$ cat src/common/hppsc_cfg.svh
`ifndef HPPSC_CFG_SVH
`define HPPSC_CFG_SVH
`define HPPSC_NUM_PORTS       4
`define HPPSC_ADDR_STATCMD    8'hF8
`define HPPSC_STATCMD_RESET   8'h00
`define HPPSC_STATCMD_WMASK   8'h03
`define HPPSC_BIT_CFG_LOCK    0
`define HPPSC_BIT_SW_RESET    1
`define HPPSC_XLAT_BUFS       4
`define HPPSC_CLK_HZ          24000000
`endif

$ cat src/common/hppsc_pkg.sv
`default_nettype none
package hppsc_pkg;
    typedef enum logic [2:0] {
        HPPSC_SPD_SS = 3'h1,
        HPPSC_SPD_HS = 3'h2,
        HPPSC_SPD_FS = 3'h4
    } hppsc_speed_t;
    typedef enum logic [2:0] {
        HPPSC_PWR_OFF  = 3'h1,
        HPPSC_PWR_ON   = 3'h2,
        HPPSC_PWR_TRIP = 3'h4
    } hppsc_gang_t;
endpackage
`default_nettype wire

$ cat src/logic/hppsc_cfg_mem.sv
`timescale 1ns/100ps
`default_nettype none
`include "hppsc_cfg.svh"
// Small configuration store; read data registered
module hppsc_cfg_mem (
    input  wire logic       clk_i,
    input  wire logic       rst_n_i,
    input  wire logic       we_i,
    input  wire logic [7:0] addr_i,
    input  wire logic [7:0] wdata_i,
    output logic      [7:0] rdata_o
);
    logic [7:0] mem_reg [0:3];
    always_ff @(posedge clk_i or negedge rst_n_i) begin
        if (!rst_n_i) begin
            for (int i = 0; i < 4; i++) begin
                mem_reg[i] <= 8'h00;
            end
            rdata_o <= 8'h00;
        end else begin
            if (we_i && addr_i[7:2] == 6'h00) begin
                mem_reg[addr_i[1:0]] <= wdata_i;
            end
            rdata_o <= (addr_i[7:2] == 6'h00) ? mem_reg[addr_i[1:0]] : 8'h00;
        end
    end
endmodule // hppsc_cfg_mem
`default_nettype wire

$ cat src/logic/hppsc_top.sv
`timescale 1ns/100ps
`default_nettype none
`include "hppsc_cfg.svh"
module hppsc_top (
    input  wire logic       ref_clk_i,
    input  wire logic       rst_n_i,
    input  wire logic       up_ss_conn_i,
    input  wire logic       up_hs_conn_i,
    input  wire logic       up_fs_only_i,
    input  wire logic       up_ss_susp_i,
    input  wire logic       up_hs_susp_i,
    input  wire logic       ganged_mode_i,
    input  wire logic [2:0] port_count_i,
    input  wire logic [3:0] port_disable_i,
    input  wire logic [3:0] port_removable_i,
    input  wire logic [3:0] port_charge_en_i,
    input  wire logic [3:0] host_pwr_req_i,
    input  wire logic [3:0] pwr_off_ok_i,
    input  wire logic [3:0] ovc_n_i,
    input  wire logic       reg_we_i,
    input  wire logic       reg_eeprom_i,
    input  wire logic [7:0] reg_addr_i,
    input  wire logic [7:0] reg_wdata_i,
    output logic      [7:0] reg_rdata_o,
    output logic [3:0]      port_pwr_en_o,
    output logic [3:0]      port_ss_en_o,
    output logic [3:0]      port_hs_en_o,
    output logic [3:0]      port_ovc_o,
    output logic [3:0]      port_removable_o,
    output logic [3:0]      charging_downstream_mode_o,
    output logic [3:0]      dedicated_charger_mode_o,
    output logic [2:0]      port_count_o,
    output logic [3:0]      xlat_buf_count_o,
    output logic            hs_up_conn_o,
    output logic            hs_up_susp_o,
    output logic            ss_up_conn_o,
    output logic            ss_up_susp_o
);
    // Clamp count into 1..4
    function automatic logic [2:0] clamp_count(input logic [2:0] c);
        if (c == 3'h0) begin
            clamp_count = 3'h1;
        end else if (c > 3'h4) begin
            clamp_count = 3'h4;
        end else begin
            clamp_count = c;
        end
    endfunction

    logic [3:0] ovc_meta_reg;
    logic [3:0] ovc_sync_reg;
    logic [3:0] port_en;
    logic [7:0] statcmd_reg;
    logic [7:0] mem_rdata;
    logic       mem_we;
    logic       rd_statcmd_reg;
    logic       sw_reset;
    logic       up_conn;
    logic [3:0] gang_need;
    hppsc_pkg::hppsc_speed_t speed_reg;
    hppsc_pkg::hppsc_gang_t  gang_reg;
    logic [3:0] ind_pwr_reg;

    // First stage read only by the second
    always_ff @(posedge ref_clk_i or negedge rst_n_i) begin
        if (!rst_n_i) begin
            ovc_meta_reg <= 4'hF;
            ovc_sync_reg <= 4'hF;
        end else begin
            ovc_meta_reg <= ovc_n_i;
            ovc_sync_reg <= ovc_meta_reg;
        end
    end

    assign sw_reset = statcmd_reg[`HPPSC_BIT_SW_RESET];
    assign up_conn  = up_ss_conn_i | up_hs_conn_i;

    genvar g;
    generate
        for (g = 0; g < `HPPSC_NUM_PORTS; g++) begin : g_port
            // Ports beyond the reported count are treated as disabled
            assign port_en[g] = ~port_disable_i[g] &
                                (3'(g) < clamp_count(port_count_i));
            assign gang_need[g] = port_en[g] & host_pwr_req_i[g] & ~pwr_off_ok_i[g];
        end
    endgenerate

    // Register file access; EEPROM loads never reach the status register
    assign mem_we = reg_we_i & (reg_addr_i != `HPPSC_ADDR_STATCMD);

    hppsc_cfg_mem u_mem (
        .clk_i   (ref_clk_i),
        .rst_n_i (rst_n_i),
        .we_i    (mem_we),
        .addr_i  (reg_addr_i),
        .wdata_i (reg_wdata_i),
        .rdata_o (mem_rdata)
    );

    always_ff @(posedge ref_clk_i or negedge rst_n_i) begin
        if (!rst_n_i) begin
            statcmd_reg <= `HPPSC_STATCMD_RESET;
        end else if (sw_reset) begin
            // Self-clearing soft reset bit
            statcmd_reg <= statcmd_reg & ~(8'h01 << `HPPSC_BIT_SW_RESET);
        end else if (reg_we_i && !reg_eeprom_i && reg_addr_i == `HPPSC_ADDR_STATCMD) begin
            statcmd_reg <= reg_wdata_i & `HPPSC_STATCMD_WMASK;
        end
    end

    always_ff @(posedge ref_clk_i or negedge rst_n_i) begin
        if (!rst_n_i) begin
            rd_statcmd_reg <= 1'b0;
        end else begin
            rd_statcmd_reg <= (reg_addr_i == `HPPSC_ADDR_STATCMD);
        end
    end

    // Output register adds one cycle after the memory stage
    always_ff @(posedge ref_clk_i or negedge rst_n_i) begin
        if (!rst_n_i) begin
            reg_rdata_o <= 8'h00;
        end else begin
            reg_rdata_o <= rd_statcmd_reg ? statcmd_reg : mem_rdata;
        end
    end

    // Upstream speed class decides downstream speed enables
    always_ff @(posedge ref_clk_i or negedge rst_n_i) begin
        if (!rst_n_i) begin
            speed_reg <= hppsc_pkg::HPPSC_SPD_FS;
        end else if (up_ss_conn_i) begin
            speed_reg <= hppsc_pkg::HPPSC_SPD_SS;
        end else if (up_hs_conn_i && !up_fs_only_i) begin
            speed_reg <= hppsc_pkg::HPPSC_SPD_HS;
        end else begin
            speed_reg <= hppsc_pkg::HPPSC_SPD_FS;
        end
    end

    always_ff @(posedge ref_clk_i or negedge rst_n_i) begin
        if (!rst_n_i) begin
            port_ss_en_o <= 4'h0;
            port_hs_en_o <= 4'h0;
        end else begin
            case (speed_reg)
                hppsc_pkg::HPPSC_SPD_SS: begin
                    port_ss_en_o <= port_en;
                    port_hs_en_o <= port_en;
                end
                hppsc_pkg::HPPSC_SPD_HS: begin
                    port_ss_en_o <= 4'h0;
                    port_hs_en_o <= port_en;
                end
                hppsc_pkg::HPPSC_SPD_FS: begin
                    port_ss_en_o <= 4'h0;
                    port_hs_en_o <= 4'h0;
                end
                default: begin
                    port_ss_en_o <= 4'h0;
                    port_hs_en_o <= 4'h0;
                end
            endcase
        end
    end

    // Per-port power: a tripped port stays off until host drops its request
    always_ff @(posedge ref_clk_i or negedge rst_n_i) begin
        if (!rst_n_i) begin
            ind_pwr_reg <= 4'h0;
        end else if (sw_reset) begin
            ind_pwr_reg <= 4'h0;
        end else begin
            for (int i = 0; i < 4; i++) begin
                if (!ovc_sync_reg[i]) begin
                    ind_pwr_reg[i] <= 1'b0;
                end else if (!host_pwr_req_i[i]) begin
                    ind_pwr_reg[i] <= 1'b0;
                end else if (!port_ovc_o[i]) begin
                    ind_pwr_reg[i] <= 1'b1;
                end
            end
        end
    end

    // Ganged power state
    always_ff @(posedge ref_clk_i or negedge rst_n_i) begin
        if (!rst_n_i) begin
            gang_reg <= hppsc_pkg::HPPSC_PWR_OFF;
        end else if (sw_reset) begin
            gang_reg <= hppsc_pkg::HPPSC_PWR_OFF;
        end else begin
            case (gang_reg)
                hppsc_pkg::HPPSC_PWR_OFF: begin
                    if (ovc_sync_reg != 4'hF) begin
                        gang_reg <= hppsc_pkg::HPPSC_PWR_TRIP;
                    end else if (gang_need != 4'h0) begin
                        gang_reg <= hppsc_pkg::HPPSC_PWR_ON;
                    end
                end
                hppsc_pkg::HPPSC_PWR_ON: begin
                    if (ovc_sync_reg != 4'hF) begin
                        gang_reg <= hppsc_pkg::HPPSC_PWR_TRIP;
                    end else if (gang_need == 4'h0) begin
                        gang_reg <= hppsc_pkg::HPPSC_PWR_OFF;
                    end
                end
                hppsc_pkg::HPPSC_PWR_TRIP: begin
                    // Re-arm only once gang_need drops to zero and the fault clears
                    if (ovc_sync_reg == 4'hF && gang_need == 4'h0) begin
                        gang_reg <= hppsc_pkg::HPPSC_PWR_OFF;
                    end
                end
                default: gang_reg <= hppsc_pkg::HPPSC_PWR_OFF;
            endcase
        end
    end

    always_ff @(posedge ref_clk_i or negedge rst_n_i) begin
        if (!rst_n_i) begin
            port_pwr_en_o <= 4'h0;
            port_ovc_o    <= 4'h0;
        end else begin
            if (ganged_mode_i) begin
                port_pwr_en_o <= (gang_reg == hppsc_pkg::HPPSC_PWR_ON) ? port_en : 4'h0;
            end else begin
                port_pwr_en_o <= ind_pwr_reg & port_en & ovc_sync_reg;
            end
            // Sticky per-port fault, set wins over host clear
            for (int i = 0; i < 4; i++) begin
                if (!ovc_sync_reg[i]) begin
                    port_ovc_o[i] <= 1'b1;
                end else if (!host_pwr_req_i[i]) begin
                    port_ovc_o[i] <= 1'b0;
                end
            end
        end
    end

    // Config, charging mode and upstream status outputs
    always_ff @(posedge ref_clk_i or negedge rst_n_i) begin
        if (!rst_n_i) begin
            port_removable_o           <= 4'h0;
            charging_downstream_mode_o <= 4'h0;
            dedicated_charger_mode_o   <= 4'h0;
            port_count_o               <= 3'h1;
            xlat_buf_count_o           <= 4'h0;
            hs_up_conn_o               <= 1'b0;
            hs_up_susp_o               <= 1'b0;
            ss_up_conn_o               <= 1'b0;
            ss_up_susp_o               <= 1'b0;
        end else begin
            port_removable_o           <= port_removable_i & port_en;
            charging_downstream_mode_o <= up_conn ? (port_charge_en_i & port_en) : 4'h0;
            dedicated_charger_mode_o   <= up_conn ? 4'h0 : (port_charge_en_i & port_en);
            port_count_o               <= clamp_count(port_count_i);
            xlat_buf_count_o           <= 4'(`HPPSC_XLAT_BUFS);
            hs_up_conn_o               <= up_hs_conn_i;
            hs_up_susp_o               <= up_hs_conn_i & up_hs_susp_i;
            ss_up_conn_o               <= up_ss_conn_i;
            ss_up_susp_o               <= up_ss_conn_i & up_ss_susp_i;
        end
    end

    property p_ss_off;
        @(posedge ref_clk_i) disable iff (!rst_n_i)
        !up_ss_conn_i |=> ##1 (port_ss_en_o == 4'h0);
    endproperty
    a_ss_off: assert property (p_ss_off) else $error("SS enabled without SS upstream");

    property p_hs_off;
        @(posedge ref_clk_i) disable iff (!rst_n_i)
        (!up_ss_conn_i && (!up_hs_conn_i || up_fs_only_i)) |=> ##1 (port_hs_en_o == 4'h0);
    endproperty
    a_hs_off: assert property (p_hs_off) else $error("HS enabled on FS upstream");

    property p_count;
        @(posedge ref_clk_i) disable iff (!rst_n_i)
        ##1 (port_count_o >= 3'h1 && port_count_o <= 3'h4);
    endproperty
    a_count: assert property (p_count) else $error("Port count out of range");

    property p_ind_ovc;
        @(posedge ref_clk_i) disable iff (!rst_n_i)
        !ganged_mode_i |=> ((port_pwr_en_o & ~$past(ovc_sync_reg)) == 4'h0);
    endproperty
    a_ind_ovc: assert property (p_ind_ovc) else $error("Port powered in fault");

    property p_gang_ovc;
        @(posedge ref_clk_i) disable iff (!rst_n_i)
        (ganged_mode_i && $stable(ganged_mode_i) && ovc_sync_reg != 4'hF) |=> ##1 (port_pwr_en_o == 4'h0);
    endproperty
    a_gang_ovc: assert property (p_gang_ovc) else $error("Ganged power on during fault");

    property p_gang_hold;
        @(posedge ref_clk_i) disable iff (!rst_n_i)
        (gang_reg == hppsc_pkg::HPPSC_PWR_ON && gang_need != 4'h0 && ovc_sync_reg == 4'hF)
            |=> gang_reg == hppsc_pkg::HPPSC_PWR_ON;
    endproperty
    a_gang_hold: assert property (p_gang_hold) else $error("Ganged power dropped early");

    property p_disabled;
        @(posedge ref_clk_i) disable iff (!rst_n_i)
        1'b1 |=> ((port_pwr_en_o & ~$past(port_en)) == 4'h0);
    endproperty
    a_disabled: assert property (p_disabled) else $error("Disabled port powered");

    property p_statcmd;
        @(posedge ref_clk_i) disable iff (!rst_n_i)
        (reg_we_i && reg_eeprom_i && reg_addr_i == `HPPSC_ADDR_STATCMD && !sw_reset)
            |=> $stable(statcmd_reg);
    endproperty
    a_statcmd: assert property (p_statcmd) else $error("EEPROM wrote status register");

    property p_chg_mode;
        @(posedge ref_clk_i) disable iff (!rst_n_i)
        up_conn |=> (dedicated_charger_mode_o == 4'h0);
    endproperty
    a_chg_mode: assert property (p_chg_mode) else $error("Dedicated charger while connected");

    c_gang_on: cover property (@(posedge ref_clk_i) disable iff (!rst_n_i)
        gang_reg == hppsc_pkg::HPPSC_PWR_ON);
    c_gang_trip: cover property (@(posedge ref_clk_i) disable iff (!rst_n_i)
        gang_reg == hppsc_pkg::HPPSC_PWR_TRIP);
    c_hs_only: cover property (@(posedge ref_clk_i) disable iff (!rst_n_i)
        speed_reg == hppsc_pkg::HPPSC_SPD_HS);
endmodule // hppsc_top
`default_nettype wire

$ cat config.mk
export PLATFORM = sky130hd
export DESIGN_NAME = hppsc_top
export DESIGN_NICKNAME = d
export VERILOG_FILES = /design/src/common/hppsc_pkg.sv /design/src/logic/hppsc_cfg_mem.sv /design/src/logic/hppsc_top.sv
export VERILOG_INCLUDE_DIRS = /design/src /design/src/common
export SDC_FILE = /design/constraint.sdc
export NUM_CORES = 1
export LEC_CHECK = 0
export ABC_AREA = 1
export BUFFER_PORTS_ARGS = -buffer_cell sky130_fd_sc_hd__clkbuf_2
export CORE_UTILIZATION = 57
export CTS_CLUSTER_DIAMETER = 120
export DETAILED_ROUTE_END_ITERATION = 6
export GPL_TIMING_DRIVEN = 0
export PLACE_DENSITY = 0.95
export SLEW_MARGIN = 20
export SYNTH_ARGS = -nofsm -noshare
export SYNTH_HDL_FRONTEND = slang
export SYNTH_SLANG_ARGS = --single-unit
$ cat constraint.sdc
create_clock -name ref_clk_i -period 4.3 [get_ports ref_clk_i]
set_clock_uncertainty 0.1 [all_clocks]
set_input_delay 0.43 -clock ref_clk_i [delete_from_list [all_inputs] [get_ports ref_clk_i]]
set_output_delay 0.43 -clock ref_clk_i [all_outputs]
set_load 0.05 [all_outputs]
# Word-level counts from Yosys, hierarchy flattened

Index checks and enable logic that the tools add are counted.

Bits in registers: 105
Input bits: 53
Output and inout port bits: 47
Word-level logic and storage cells: 153

$lt $le $gt $ge: 7
Equality and inequality tests: 20
Muxes and demuxes: 48
Bitwise logic cells: 30
Reductions and logical operators: 15

Operator list:

| operator           | number |
|---|---|
| $mux 8             | 5 |
| $bwmux 32          | 1 |
| $mux 3             | 10 |
| $mux 4             | 7 |
| $mux 1             | 20 |
| $and 4x4->4        | 4 |
| $bmux 8 s2         | 1 |
| $demux 8 s2        | 1 |
| $ne 4x3->1 const B | 4 |
| $and 1x1->1        | 15 |
| $ne 4x4->1 const B | 3 |
| $not 1->1          | 9 |
| $pmux 3 s3         | 1 |
| $eq 8x8->1 const B | 1 |
| $ne 2x2->1 const B | 4 |
| $ne 8x8->1 const B | 1 |
| $eq 3x1->1 const B | 2 |
| $eq 3x2->1 const B | 2 |
| $logic_and 1x1->1  | 6 |
| $logic_not 6->1    | 1 |
| $lt 1x3->1 const A | 2 |
| $lt 2x3->1 const A | 2 |
| $eq 4x4->1 const B | 1 |
| $logic_not 4->1    | 1 |
| other kinds (14)   | 16 |

# Longest topological paths before layout

Gate-level depths: netlist of the first run.

Depth after elaboration: 12
Gate-level depth with buffers: 9

# By module

A second synthesis of the first run with hierarchy kept.

Cell total of the unflattened synthesis: 458
Area total of the unflattened synthesis: 4269.1 um^2

Modules (own cells, without submodules):

| module        | times used | cells an instance | area each (um^2) |
|---|---|---|---|
| hppsc_top     | 1          | 230               | 2383.5 |
| hppsc_cfg_mem | 1          | 228               | 1885.6 |

# Worst setup path before layout of the first run

OpenSTA, ideal clock, no wires.

Kind: input to register
From: in reg_addr_i[4]
To: reg u_mem.mem_reg[0] in the netlist's numbering
Arrival time: 1.288 ns
Required time: 4.083 ns
Slack: 2.795 ns
Stages on the path: 7
Buffers on the path: 1
Path through: nor2_2 -> nand3_4 -> nor2_8 -> nand3_4 -> buf_6 -> o21ai_1 -> inv_1

Word-level cells in the longest chain between the ends: 3

RTL lines:

| what                           | RTL line            | RTL |
|---|---|---|
| start: declaration             | hppsc_top.sv:22     | `input wire logic [7:0] reg_addr_i,` |
| $ne 8x8->1 (no source line)    | n/a                 |  |
| $and 1x1->1                    | hppsc_top.sv:89     | `` assign mem_we = reg_we_i & (reg_addr_i != `HPPSC_ADDR_STATCMD); `` |
| $logic_and 1x1->1 *            | hppsc_cfg_mem.sv:21 | `if (we_i && addr_i[7:2] == 6'h00) begin` |
| end signal: indexed assignment | hppsc_cfg_mem.sv:22 | `mem_reg[addr_i[1:0]] <= wdata_i;` |
| end: declaration               | hppsc_cfg_mem.sv:13 | `logic [7:0] mem_reg [0:3];` |

Every way passes the cells marked *; elsewhere a longest branch is shown, timed or not.
A chain may end at the register's enable or synchronous reset.

# Worst setup path after layout of the first run

From: reg ovc_sync_reg[1]
To: reg gang_reg[1]

Word-level cells in the longest chain between the ends: 4

RTL lines:

| what                                              | RTL line                                             | RTL |
|---|---|---|
| start: declaration                                | hppsc_top.sv:51                                      | `logic [3:0] ovc_sync_reg;` |
| start signal: assignment                          | hppsc_top.sv:71                                      | `ovc_sync_reg <= ovc_meta_reg;` |
| $ne 4x4->1 / $eq 4x4->1 (equally long branches)   | hppsc_top.sv:195, hppsc_top.sv:202, hppsc_top.sv:210 |  |
| $mux 3, or another cell as far along              | hppsc_top.sv:202                                     | `if (ovc_sync_reg != 4'hF) begin` |
| $pmux 3 s3 / $ne 3x3->1 (equally long branches)   | n/a                                                  |  |
| $mux 3 / $reduce_and 3->1 (equally long branches) | n/a                                                  |  |
| end signal: assignment                            | hppsc_top.sv:191                                     | `gang_reg <= hppsc_pkg::HPPSC_PWR_OFF;` |
| end signal: assignment                            | hppsc_top.sv:196                                     | `gang_reg <= hppsc_pkg::HPPSC_PWR_TRIP;` |
| end signal: assignment                            | hppsc_top.sv:203                                     | `gang_reg <= hppsc_pkg::HPPSC_PWR_TRIP;` |
| end: declaration                                  | hppsc_top.sv:61                                      | `hppsc_pkg::hppsc_gang_t gang_reg;` |

Parallel ways exist; a longest one is shown, timed or not.

==> metrics.txt, run 1 <==
Final Util 70.8%; launch point of the worst reg-to-reg path ovc_sync_reg[1]; CP max stage delay 580 ps; CTS tree done; synthesized area 0.00425 mm^2; GR Util All Layers 25.3%; io pins 100; Critical-path top delay cell dfstp_2; drt total wl 9230 um; die area 0.00781 mm^2; hold_buf cts 1; crit share post-route 42.3%; Max Slew Vio Count 0; Buffers on Ports 95; pwr dens 382 mW/mm^2; Comb pwr share 14.6%; CP max FO 6; sequential share of the synthesized area 61.5%; CTS Buffer Depth 2; Inserted Clock Buffers 9; worst path required time 4460 ps; Gates resized, CTS repair 0; Root Driver clkbuf_8; min-delay worst type input port to register; Max-slew headroom 65.1%; synthesized area per cell 9.54 um^2; Flop pwr share 54.0%; Layout Cells excl Fill 660; Sw Share 28.8%; ratio of cells with drive above 1 in the final layout 26.4%; Fill cells 525; global route overflow 0; VDD IR max 0.215 mV; Net Sw Power 561 uW; flop and latch count out of synthesis 104; H-tree depth 3; DRC Markers 0; vias 3,368; Hold WS 33.7 ps; Cells after Synth 446; status complete, no violations; max reg flops 32; Vias/cell 5.10; Main synth FF type dfrtp_1; Antenna diodes 0; Skew-Pair Late Insertion Delay 360 ps; startpoint type of the worst setup path register; dpl cells 643; row count 31; DR WL/cell 14.0 um; Critical Path AT 1980 ps; endpoint of the worst register-to-register path gang_reg[1]; Routability Congestion 0.882; EDFF count, synth 0; Final Critical Period 1820 ps; met1 WL 3530 um; min-delay src ovc_n_i[1]; vias in the first global route 3,184; core area 0.00721 mm^2; ys async rst share 100%; DP HPWL 6860 um; synth-to-layout area growth 20.2%; initial antenna violation count 0; Fmax achieved 0.550 GHz; final antenna-violating net count 0; Hold EP ovc_meta_reg[1]; Power Total 1.95 mW; first-pass GRT wire length 14,700 um; Max Used Layer met4; clock power share 31.3%; clk sink count 104; final hold vios 0; largest net degree at the start of global routing 63; drt first pass iters 5; Worst Setup End Kind register; buffer count from post-CTS setup fixing 0; cell depth of the worst hold path 1; Iter 0 DRT Violations 172; worst slew pin tran 519 ps; crit path kind register to register; Initial Util 58.9%; setup TNS 0 ps; Worst-path clk slew 100 ps; R2R Setup Slk 2480 ps; met3 WL 586 um; Die Wd 88.4 um; Yosys cell types 31; Die Ht 88.4 um; max cap viols 0; routed length on met2 4790 um; Synth warnings 0; Final #Nets 609; final setup vio count 0; worst path cell trace nand2_1 > nor2_1 > nand3_1 > nand3_1 > nand2_1 > nand3_1 > nand2_1; RSZ-0062 raised after global routing no; Worst Reg-to-Reg Cells 7; Int Pwr 1.39 mW; Leakage 2.78 nW
cells by family (layout without fill, tap and decap cells):
| logic type | count (synthesis) | after routing | share of synthesized area (%) |
|---|---|---|---|
| simple gates | 155 | 155 | 17.5 |
| buf+inv | 120 | 233 | 11.7 |
| flops | 104 | 104 | 61.5 |
| compound gates | 64 | 64 | 8.80 |
| other cells | 2 | 4 | 0.177 |
| mux | 1 | 1 | 0.265 |
layout make-up:
type | instances | area [um^2] | area share, %
flip-flops and latches | 104 | 2620 | 51.2
multi-input cells | 224 | 1140 | 22.4
repair buffers | 97 | 522 | 10.2
inverters | 110 | 413 | 8.08
clock buffers | 9 | 124 | 2.42
well taps | 99 | 124 | 2.42
plain buffers | 10 | 86.3 | 1.69
clock inverters | 7 | 80.1 | 1.57
cell usage after synthesis, types with 2 or more instances:
| cell type | count | area, um^2 |
|---|---|---|
| a21oi_1 | 7 | 35.0 |
| a221oi_1 | 8 | 70.1 |
| buf_4 | 3 | 22.5 |
| buf_6 | 5 | 56.3 |
| clkbuf_1 | 2 | 7.51 |
| conb_1 | 2 | 7.51 |
| dfrtp_1 | 93 | 2330 |
| dfstp_2 | 11 | 289 |
| inv_1 | 108 | 405 |
| inv_2 | 2 | 7.51 |
| nand2_1 | 59 | 221 |
| nand2_4 | 2 | 22.5 |
| nand3_1 | 14 | 70.1 |
| nand3_4 | 3 | 52.6 |
| nand4_1 | 2 | 12.5 |
| nor2_1 | 50 | 188 |
| nor2_2 | 3 | 18.8 |
| nor2_4 | 2 | 22.5 |
| nor3_1 | 15 | 75.1 |
| o211ai_1 | 3 | 22.5 |
| o21ai_0 | 4 | 20.0 |
| o21ai_1 | 32 | 160 |
| o22ai_1 | 8 | 50.1 |
stage by stage:
| stage | worst slack [ps] | instance area (um^2) |
|---|---|---|
| 3_5_place_dp | 2490 | 4900 |
| 3_3_place_gp | 1520 | 4860 |
| 5_1_grt | 2430 | 5110 |
| 2_1_floorplan | 2790 | 4260 |
| 6_report | 2480 | 5110 |
| 4_1_cts | 2560 | 5110 |
power by group through the flow:
| stage | clock network, mW | logic (mW) | registers (mW) |
|---|---|---|---|
| 2_1_floorplan | 0 | 0.117 | 1.12 |
| 3_3_place_gp | 0 | 0.258 | 1.07 |
| 3_5_place_dp | 0 | 0.280 | 1.07 |
| 4_1_cts | 0.624 | 0.283 | 1.05 |
| 5_1_grt | 0.664 | 0.314 | 1.06 |
| 6_report | 0.611 | 0.286 | 1.05 |
worst max-delay path by stage:
stage	start	to	slack, ps
after floorplan	reg_addr_i[4]	u_mem.mem_reg[0]	2790
after global placement	rst_n_i	u_mem.mem_reg[3]	1520
after detailed placement	reg_addr_i[2]	u_mem.mem_reg[12]	2490
after CTS	ovc_sync_reg[2]	gang_reg[1]	2560
after global routing	ovc_sync_reg[1]	gang_reg[1]	2430
final	ovc_sync_reg[1]	gang_reg[1]	2480
layout by cell type (no fill, tap or decap), types with 4 or more instances in the layout:
cell,n
inv_1,108
nor3_1,15
o21ai_0,4
clkbuf_2,94
nor2_1,50
o22ai_1,8
buf_6,5
conb_1,4
a21oi_1,7
nand2_1,59
dfrtp_1,93
clkbuf_8,10
nand3_1,14
dfstp_2,11
o21ai_1,32
a221oi_1,8
per-layer routing:
layer  global-route usage, %  vias up
li1                        -     1583
met1                    28.7     1571
met2                    44.9      171
met3                    5.60       43
met4                    13.0        0
met5                       0        -
worst max-delay path, delay by kind of cell (launching register included):
kind	cells	cell delay, ps
flip-flops	1	580
AND/OR/NAND/NOR	7	1040
No activity file was read; power rests on OpenSTA's default activity.
==> inputs of run 2 (changes only) <==
--- a/config.mk
+++ b/config.mk
@@ -6,13 +6,13 @@
 export SDC_FILE = /design/constraint.sdc
 export NUM_CORES = 1
 export LEC_CHECK = 0
-export ABC_AREA = 1
+export ABC_AREA = 0
 export BUFFER_PORTS_ARGS = -buffer_cell sky130_fd_sc_hd__clkbuf_2
-export CORE_UTILIZATION = 57
+export CORE_UTILIZATION = 53
 export CTS_CLUSTER_DIAMETER = 120
 export DETAILED_ROUTE_END_ITERATION = 6
 export GPL_TIMING_DRIVEN = 0
-export PLACE_DENSITY = 0.95
+export PLACE_DENSITY = 0.9
 export SLEW_MARGIN = 20
 export SYNTH_ARGS = -nofsm -noshare
 export SYNTH_HDL_FRONTEND = slang
==> constraint.sdc (replaced) <==
create_clock -name ref_clk_i -period 1.9 [get_ports ref_clk_i]
set_clock_uncertainty 0.1 [all_clocks]
set_input_delay 0.19 -clock ref_clk_i [delete_from_list [all_inputs] [get_ports ref_clk_i]]
set_output_delay 0.19 -clock ref_clk_i [all_outputs]
set_load 0.05 [all_outputs]
==> run 2 against run 1 <==
  * Worst hold slack lost 13 ps
  * Cell count decreased by 20%
  * First-iteration DRC count fell by 40%
  * Via count is 17% lower
  * Wire length grew 2.8%
  * Register-to-register slack lost 2100 ps
==> metrics.txt, run 2 <==
status complete, no violations; ratio of cells with drive above 1 in the final layout 43.0% (+17 points); Final #Nets 478 (-22%); Multi-input gate area 0.00133 mm^2 (+16%); CP max stage delay 530 ps (-50 ps); Layout Cells excl Fill 529 (-20%); final setup vio count 0 (unchanged); Worst Setup End Kind register; Antenna diodes 0 (unchanged); H-tree depth 3 (unchanged); max cap viols 0 (unchanged); count leader, synth dfrtp_1; flop and latch count out of synthesis 104 (unchanged); global route overflow 0 (unchanged); most frequent cells in the layout clkbuf_2, dfrtp_1, dlygate4sd3_1; vias in the first global route 2,953 (-7.3%); Initial Util 55.2% (-3.8 points); vias 2,793 (-17%); initial antenna violation count 0 (unchanged); buffer and inverter count on the worst path 2 (+2); launch point of the worst reg-to-reg path statcmd_reg[1]; worst slew pin tran 663 ps (+144 ps); most common cell after layout, fill and taps aside clkbuf_2; Final Critical Period 1740 ps; Yosys cell types 41 (+32%); EDFF count, synth 0 (unchanged); Main synth FF type dfrtp_1; min-delay src reg_wdata_i[6]; top-area cell type share of the netlist area 57.8% (+3.1 points); Die Wd 89.1 um (+0.86%); CTS tree done; CTS Buffer Depth 2 (unchanged); synth-to-layout area growth 29.0%; RSZ-0062 raised after global routing no; sequential share of the synthesized area 65.0% (+3.5 points); CP top delay family compound AO/OA/AOI/OAI gates; Routability Congestion 0.822 (-6.8%); DP HPWL 5510 um (-20%); Synth warnings 0 (unchanged); Inserted Clock Buffers 9 (unchanged); Max-slew headroom 55.5% (-9.6 points); Design Area, Final 0.00519 mm^2 (+1.6%); crit path from port_count_i[2]; ys async rst share 100% (unchanged); CP max FO 8 (+2); top cell types by occurrence after synthesis dfrtp_1, mux2_2, nor2_1; final antenna-violating net count 0 (unchanged); core area 0.00729 mm^2 (+1.1%); Area after DPL 0.00467 mm^2 (-4.6%); max reg flops 32 (unchanged); drt first pass iters 4 (-1); Root Driver clkbuf_8; startpoint type of the worst setup path input port; Skew-Pair Late Insertion Delay 350 ps (about the same); Leakage 2.64 nW (-4.9%); VDD IR max 0.452 mV (+110%); final hold vios 0 (unchanged); Buffers on Ports 96 (+1.1%); Iter 0 DRT Violations 104 (-40%); crit share post-route 91.6%; die area 0.00795 mm^2 (+1.7%); setup TNS 0 ps (unchanged); DRC Markers 0 (unchanged); first-pass GRT wire length 14,800 um (+0.56%); DR WL/cell 17.9 um (+28%); Max Slew Vio Count 0 (unchanged); row count 31 (unchanged); worst path required time 2030 ps (-2430 ps); min-delay worst type input port to register; Vias/cell 5.28 (+3.5%); clk sink count 104 (unchanged); io pins 100 (unchanged); Cells after Synth 283 (-37%); Fmax achieved 0.575 GHz; GR Util All Layers 26.0% (+0.70 points); Die Ht 89.1 um (+0.86%); worst path cell trace dlygate4sd3_1 > clkbuf_2 > o21bai_1 > nor3b_1 > a311oi_2 > o21ai_0; largest net degree at the start of global routing 80 (+27%); drt total wl 9490 um (+2.8%); Critical Path AT 1870 ps (-110 ps); Storage cell area 0.00262 mm^2 (unchanged); top post-synthesis cells by area dfrtp_1, mux2_2, dfstp_2; Critical-path top delay cell dlygate4sd3_1; Worst-path clk slew 100 ps (about the same); Fill cells 477 (-9.1%); crit path kind input port to register; synthesized area 0.00402 mm^2 (-5.4%); synthesized area per cell 14.2 um^2 (+49%); largest area contributor in the netlist dfrtp_1; dpl cells 481 (-25%); pwr dens 841 mW/mm^2 (+120%)
run 2: area by class of cell:
class | count | share of cell area [%]
Buffer | 11 | 1.42
Clock buffer | 11 | 2.94
Clock inverter | 5 | 0.771
Inverter | 5 | 0.362
Multi-Input combinational cell | 165 | 25.6
Sequential cell | 104 | 50.4
Tap cell | 99 | 2.39
Timing Repair Buffer | 129 | 16.1
run 2: worst paths after layout:
| check | end | slack [ps] | cells past startpoint |
|---|---|---|---|
| setup / recovery | gang_reg[2] | 160 | 6 |
| hold / removal | u_mem.mem_reg[14] | 20 | 2 |
| setup reg to reg | statcmd_reg[0] | 430 | 4 |
| hold reg to reg | ovc_sync_reg[3] | 260 | 0 |
| max in group asynchronous | speed_reg[2] | 880 | 3 |
| min in group asynchronous | ind_pwr_reg[3] | 170 | 2 |
run 2: per-layer routing:
metal	up-vias	track usage (%)	wire, um
li1	1241	-	-
met1	1388	29.0	3560
met2	132	46.4	4970
met3	32	8.03	652
met4	0	10.5	306
met5	-	0	0
run 2: cell families (layout without fill, tap and decap cells):
family	after synthesis	count (layout)	share of synthesized area (%)
AO/OA/AOI/OAI	14	14	2.15
XOR/XNOR	2	2	0.435
buffers and inverters	16	161	2.30
flip-flops	104	104	65.0
multiplexers	43	43	15.0
other	2	4	0.187
AND/OR/NAND/NOR	102	102	14.9
run 2: through the flow:
stage / worst slack, ps / power, mW / hold WS, ps / utilization [%]
after floorplan: 382 / 2.78 / -206 / -
after global placement: -668 / 2.96 / 182 / 63.6
after detailed placement: 45.9 / 3.00 / -16.2 / 64.1
after CTS: 128 / 4.35 / 3.41 / 71.1
after global routing: 93.1 / 4.55 / 6.71 / 71.2
final: 160 / 4.36 / 20.6 / 71.2
run 2: what timing repair did:
item                       4_1_cts  5_1_grt
setup buffers                    0        0
setup endpoints to repair        0        3
hold buffers                    32        0
gates resized for setup          0        1
hold endpoints to repair       148        0
run 2: report_power, final:
group | internal (mW) | switching (mW) | leakage, nW
logic | 0.260 | 0.367 | 1.19
clock network | 0.564 | 0.769 | 0.0873
registers | 2.33 | 0.0712 | 1.37
total | 3.16 | 1.21 | 2.64
==> inputs of run 3 (changes only) <==
--- a/config.mk
+++ b/config.mk
@@ -7,12 +7,12 @@
 export NUM_CORES = 1
 export LEC_CHECK = 0
 export ABC_AREA = 0
-export BUFFER_PORTS_ARGS = -buffer_cell sky130_fd_sc_hd__clkbuf_2
-export CORE_UTILIZATION = 53
+export CORE_UTILIZATION = 62
 export CTS_CLUSTER_DIAMETER = 120
 export DETAILED_ROUTE_END_ITERATION = 6
+export DONT_BUFFER_PORTS = 1
 export GPL_TIMING_DRIVEN = 0
-export PLACE_DENSITY = 0.9
+export PLACE_DENSITY = 0.89
 export SLEW_MARGIN = 20
 export SYNTH_ARGS = -nofsm -noshare
 export SYNTH_HDL_FRONTEND = slang
==> run 3 against run 2 <==
  * The flow now finishes with violations (hold timing)
  * Global-route usage is 0.18 points higher
  * Die area is 14% lower
  * Non-clock buffer count is 84 lower
  * Critical path type unchanged
==> metrics.txt, run 3 (synthesis results as in run 2) <==
status complete, but fails checks; violations in the final reports hold timing; row count 28 (-9.7%); most frequent cells in the layout dfrtp_1, dlygate4sd3_1, mux2_2; Vias/cell 5.79 (+9.6%); Max Slew Vio Count 0 (unchanged); min-delay worst type input port to async pin; final worst setup slack 234 ps (+74.1 ps); Root Driver clkbuf_8; final hold vios 104 (+104); final setup vio count 0 (unchanged); startpoint type of the worst setup path input port; Hold WS -581 ps (-601 ps); dpl cells 360 (-25%); Worst-path clk slew 100 ps (about the same); CP max stage delay 630 ps (+100 ps); H-tree depth 3 (unchanged); worst path cell trace dlygate4sd3_1 > nor2b_1 > nand2_1 > dlygate4sd3_1 > nor3_1; crit path kind input port to register; vias 2,437 (-13%); Critical-path top delay cell dlygate4sd3_1; Inserted Clock Buffers 9 (unchanged); Buffers on Ports 0 (-100%); Antenna diodes 0 (unchanged); crit path to dedicated_charger_mode_o[3]; DRC Markers 0 (unchanged); crit share post-route 87.7% (-3.9 points); Worst Reg-to-Reg Cells 4 (unchanged); Design Area, Final 0.00479 mm^2 (-7.7%); Final Critical Period 1670 ps (-74.1 ps); Die Wd 82.6 um (-7.4%); largest net degree at the start of global routing 105 (+31%); clk sink count 104 (unchanged); max cap viols 0 (unchanged); DR WL/cell 18.7 um (+4.4%); Layout Cells excl Fill 421 (-20%); Die Ht 82.6 um (-7.4%); initial antenna violation count 0 (unchanged); Initial Util 66.0% (+11 points); global route overflow 0 (unchanged); Leakage 2.29 nW (-13%); pwr dens 899 mW/mm^2 (+6.9%); CTS Buffer Depth 2 (unchanged); Routability Congestion 0.879 (+6.9%); die area 0.00682 mm^2 (-14%); hold_buf cts 45 (+41%); CP dominant cell by count dlygate4sd3_1; drt total wl 7890 um (-17%); Skew-Pair Late Insertion Delay 360 ps (about the same); GR Util All Layers 26.2% (+0.18 points); launch point of the worst reg-to-reg path gang_reg[0]; Final #Nets 394 (-18%); setup TNS 0 ps (unchanged); pre-CTS setup slack 214 ps (+168 ps); CP max FO 5 (-3); crit path from port_count_i[2]; io pins 100 (unchanged); vias in the first global route 2,538 (-14%); core area 0.00610 mm^2 (-16%); worst path required time 2070 ps (+40 ps); R2R Setup Slk 250 ps (-180 ps); DP HPWL 4960 um (-10%); worst slew pin tran 633 ps (-30.3 ps); ratio of cells with drive above 1 in the final layout 25.4% (-18 points); Iter 0 DRT Violations 120 (+15%); Fmax achieved 0.600 GHz (+4.4%); Worst Setup End Kind register; max reg flops 32 (unchanged); drt first pass iters 4 (unchanged); final antenna-violating net count 0 (unchanged); CTS tree done; Power Total 4.31 mW (-1.3%); endpoint of the worst register-to-register path port_pwr_en_o[0]; Area after DPL 0.00413 mm^2 (-12%); synth-to-layout area growth 19.1%; first-pass GRT wire length 12,700 um (-15%); buffer count from post-CTS setup fixing 0 (unchanged); Critical Path AT 1840 ps (-30 ps); Max-slew headroom 57.5% (+2.0 points); most common cell after layout, fill and taps aside dfrtp_1; RSZ-0062 raised after global routing no; VDD IR max 0.661 mV (+46%)
[run 3: changes by cell type in the layout (fill, tap and decap cells not counted), sizes merged]
cell / delta
dlygate4sd3: +13
inv: -1
buf: -1
clkbuf: -96
clkinvlp: -3
clkinv: +3
bufinv: +1
[run 3: report_power, final]
group	internal (mW)	switching [mW]	total, mW
Clock	0.690	0.726	1.42
Combinational	0.209	0.159	0.368
Sequential	2.33	0.192	2.52
Total	3.23	1.08	4.31
[run 3: metrics by stage]
stage	hold slack (ps)	util [%]
after CTS	-597	78.6
after floorplan	-206	-
after global routing	-602	78.6
after global placement	-204	67.7
final	-581	78.6
after detailed placement	-204	67.7
[run 3: worst min path at each step]
stage	cells after the start	startpoint	end	slack, ps
finish	0	rst_n_i	port_removable_o[0]	-580
global route	0	rst_n_i	ss_up_susp_o	-600
CTS	0	rst_n_i	u_mem.mem_reg[2]	-600
detailed placement	0	rst_n_i	hs_up_susp_o	-200
global placement	0	rst_n_i	reg_rdata_o[4]	-200
floorplan	0	rst_n_i	charging_downstream_mode_o[0]	-210
[run 3: area by class of cell]
cell class              count  area [um^2]
multi-input cells         165         1320
inverters                   5         18.8
well taps                  75         93.8
flip-flops and latches    104         2620
fillers                   341         1300
plain buffers              11         73.8
repair buffers             45          450
clock inverters             5         65.1
clock buffers              11          151
[run 3: repair_timing]
| item | CTS | global route |
|---|---|---|
| gates resized for setup | 0 | 0 |
| hold endpoints to repair | 182 | 104 |
| setup endpoints to repair | 0 | 0 |
[run 3: critical path, delay by kind of cell]
family / cells / cell delay, ps
buf+inv: 2 / 1210
simple gates: 3 / 440
[run 3: layer usage]
layer  global-route usage [%]  part of all wire [%]
met1                     30.2                    39
met2                     44.6                    51
met3                     6.70                   6.8
met4                     14.3                   2.8
met5                        0                     0
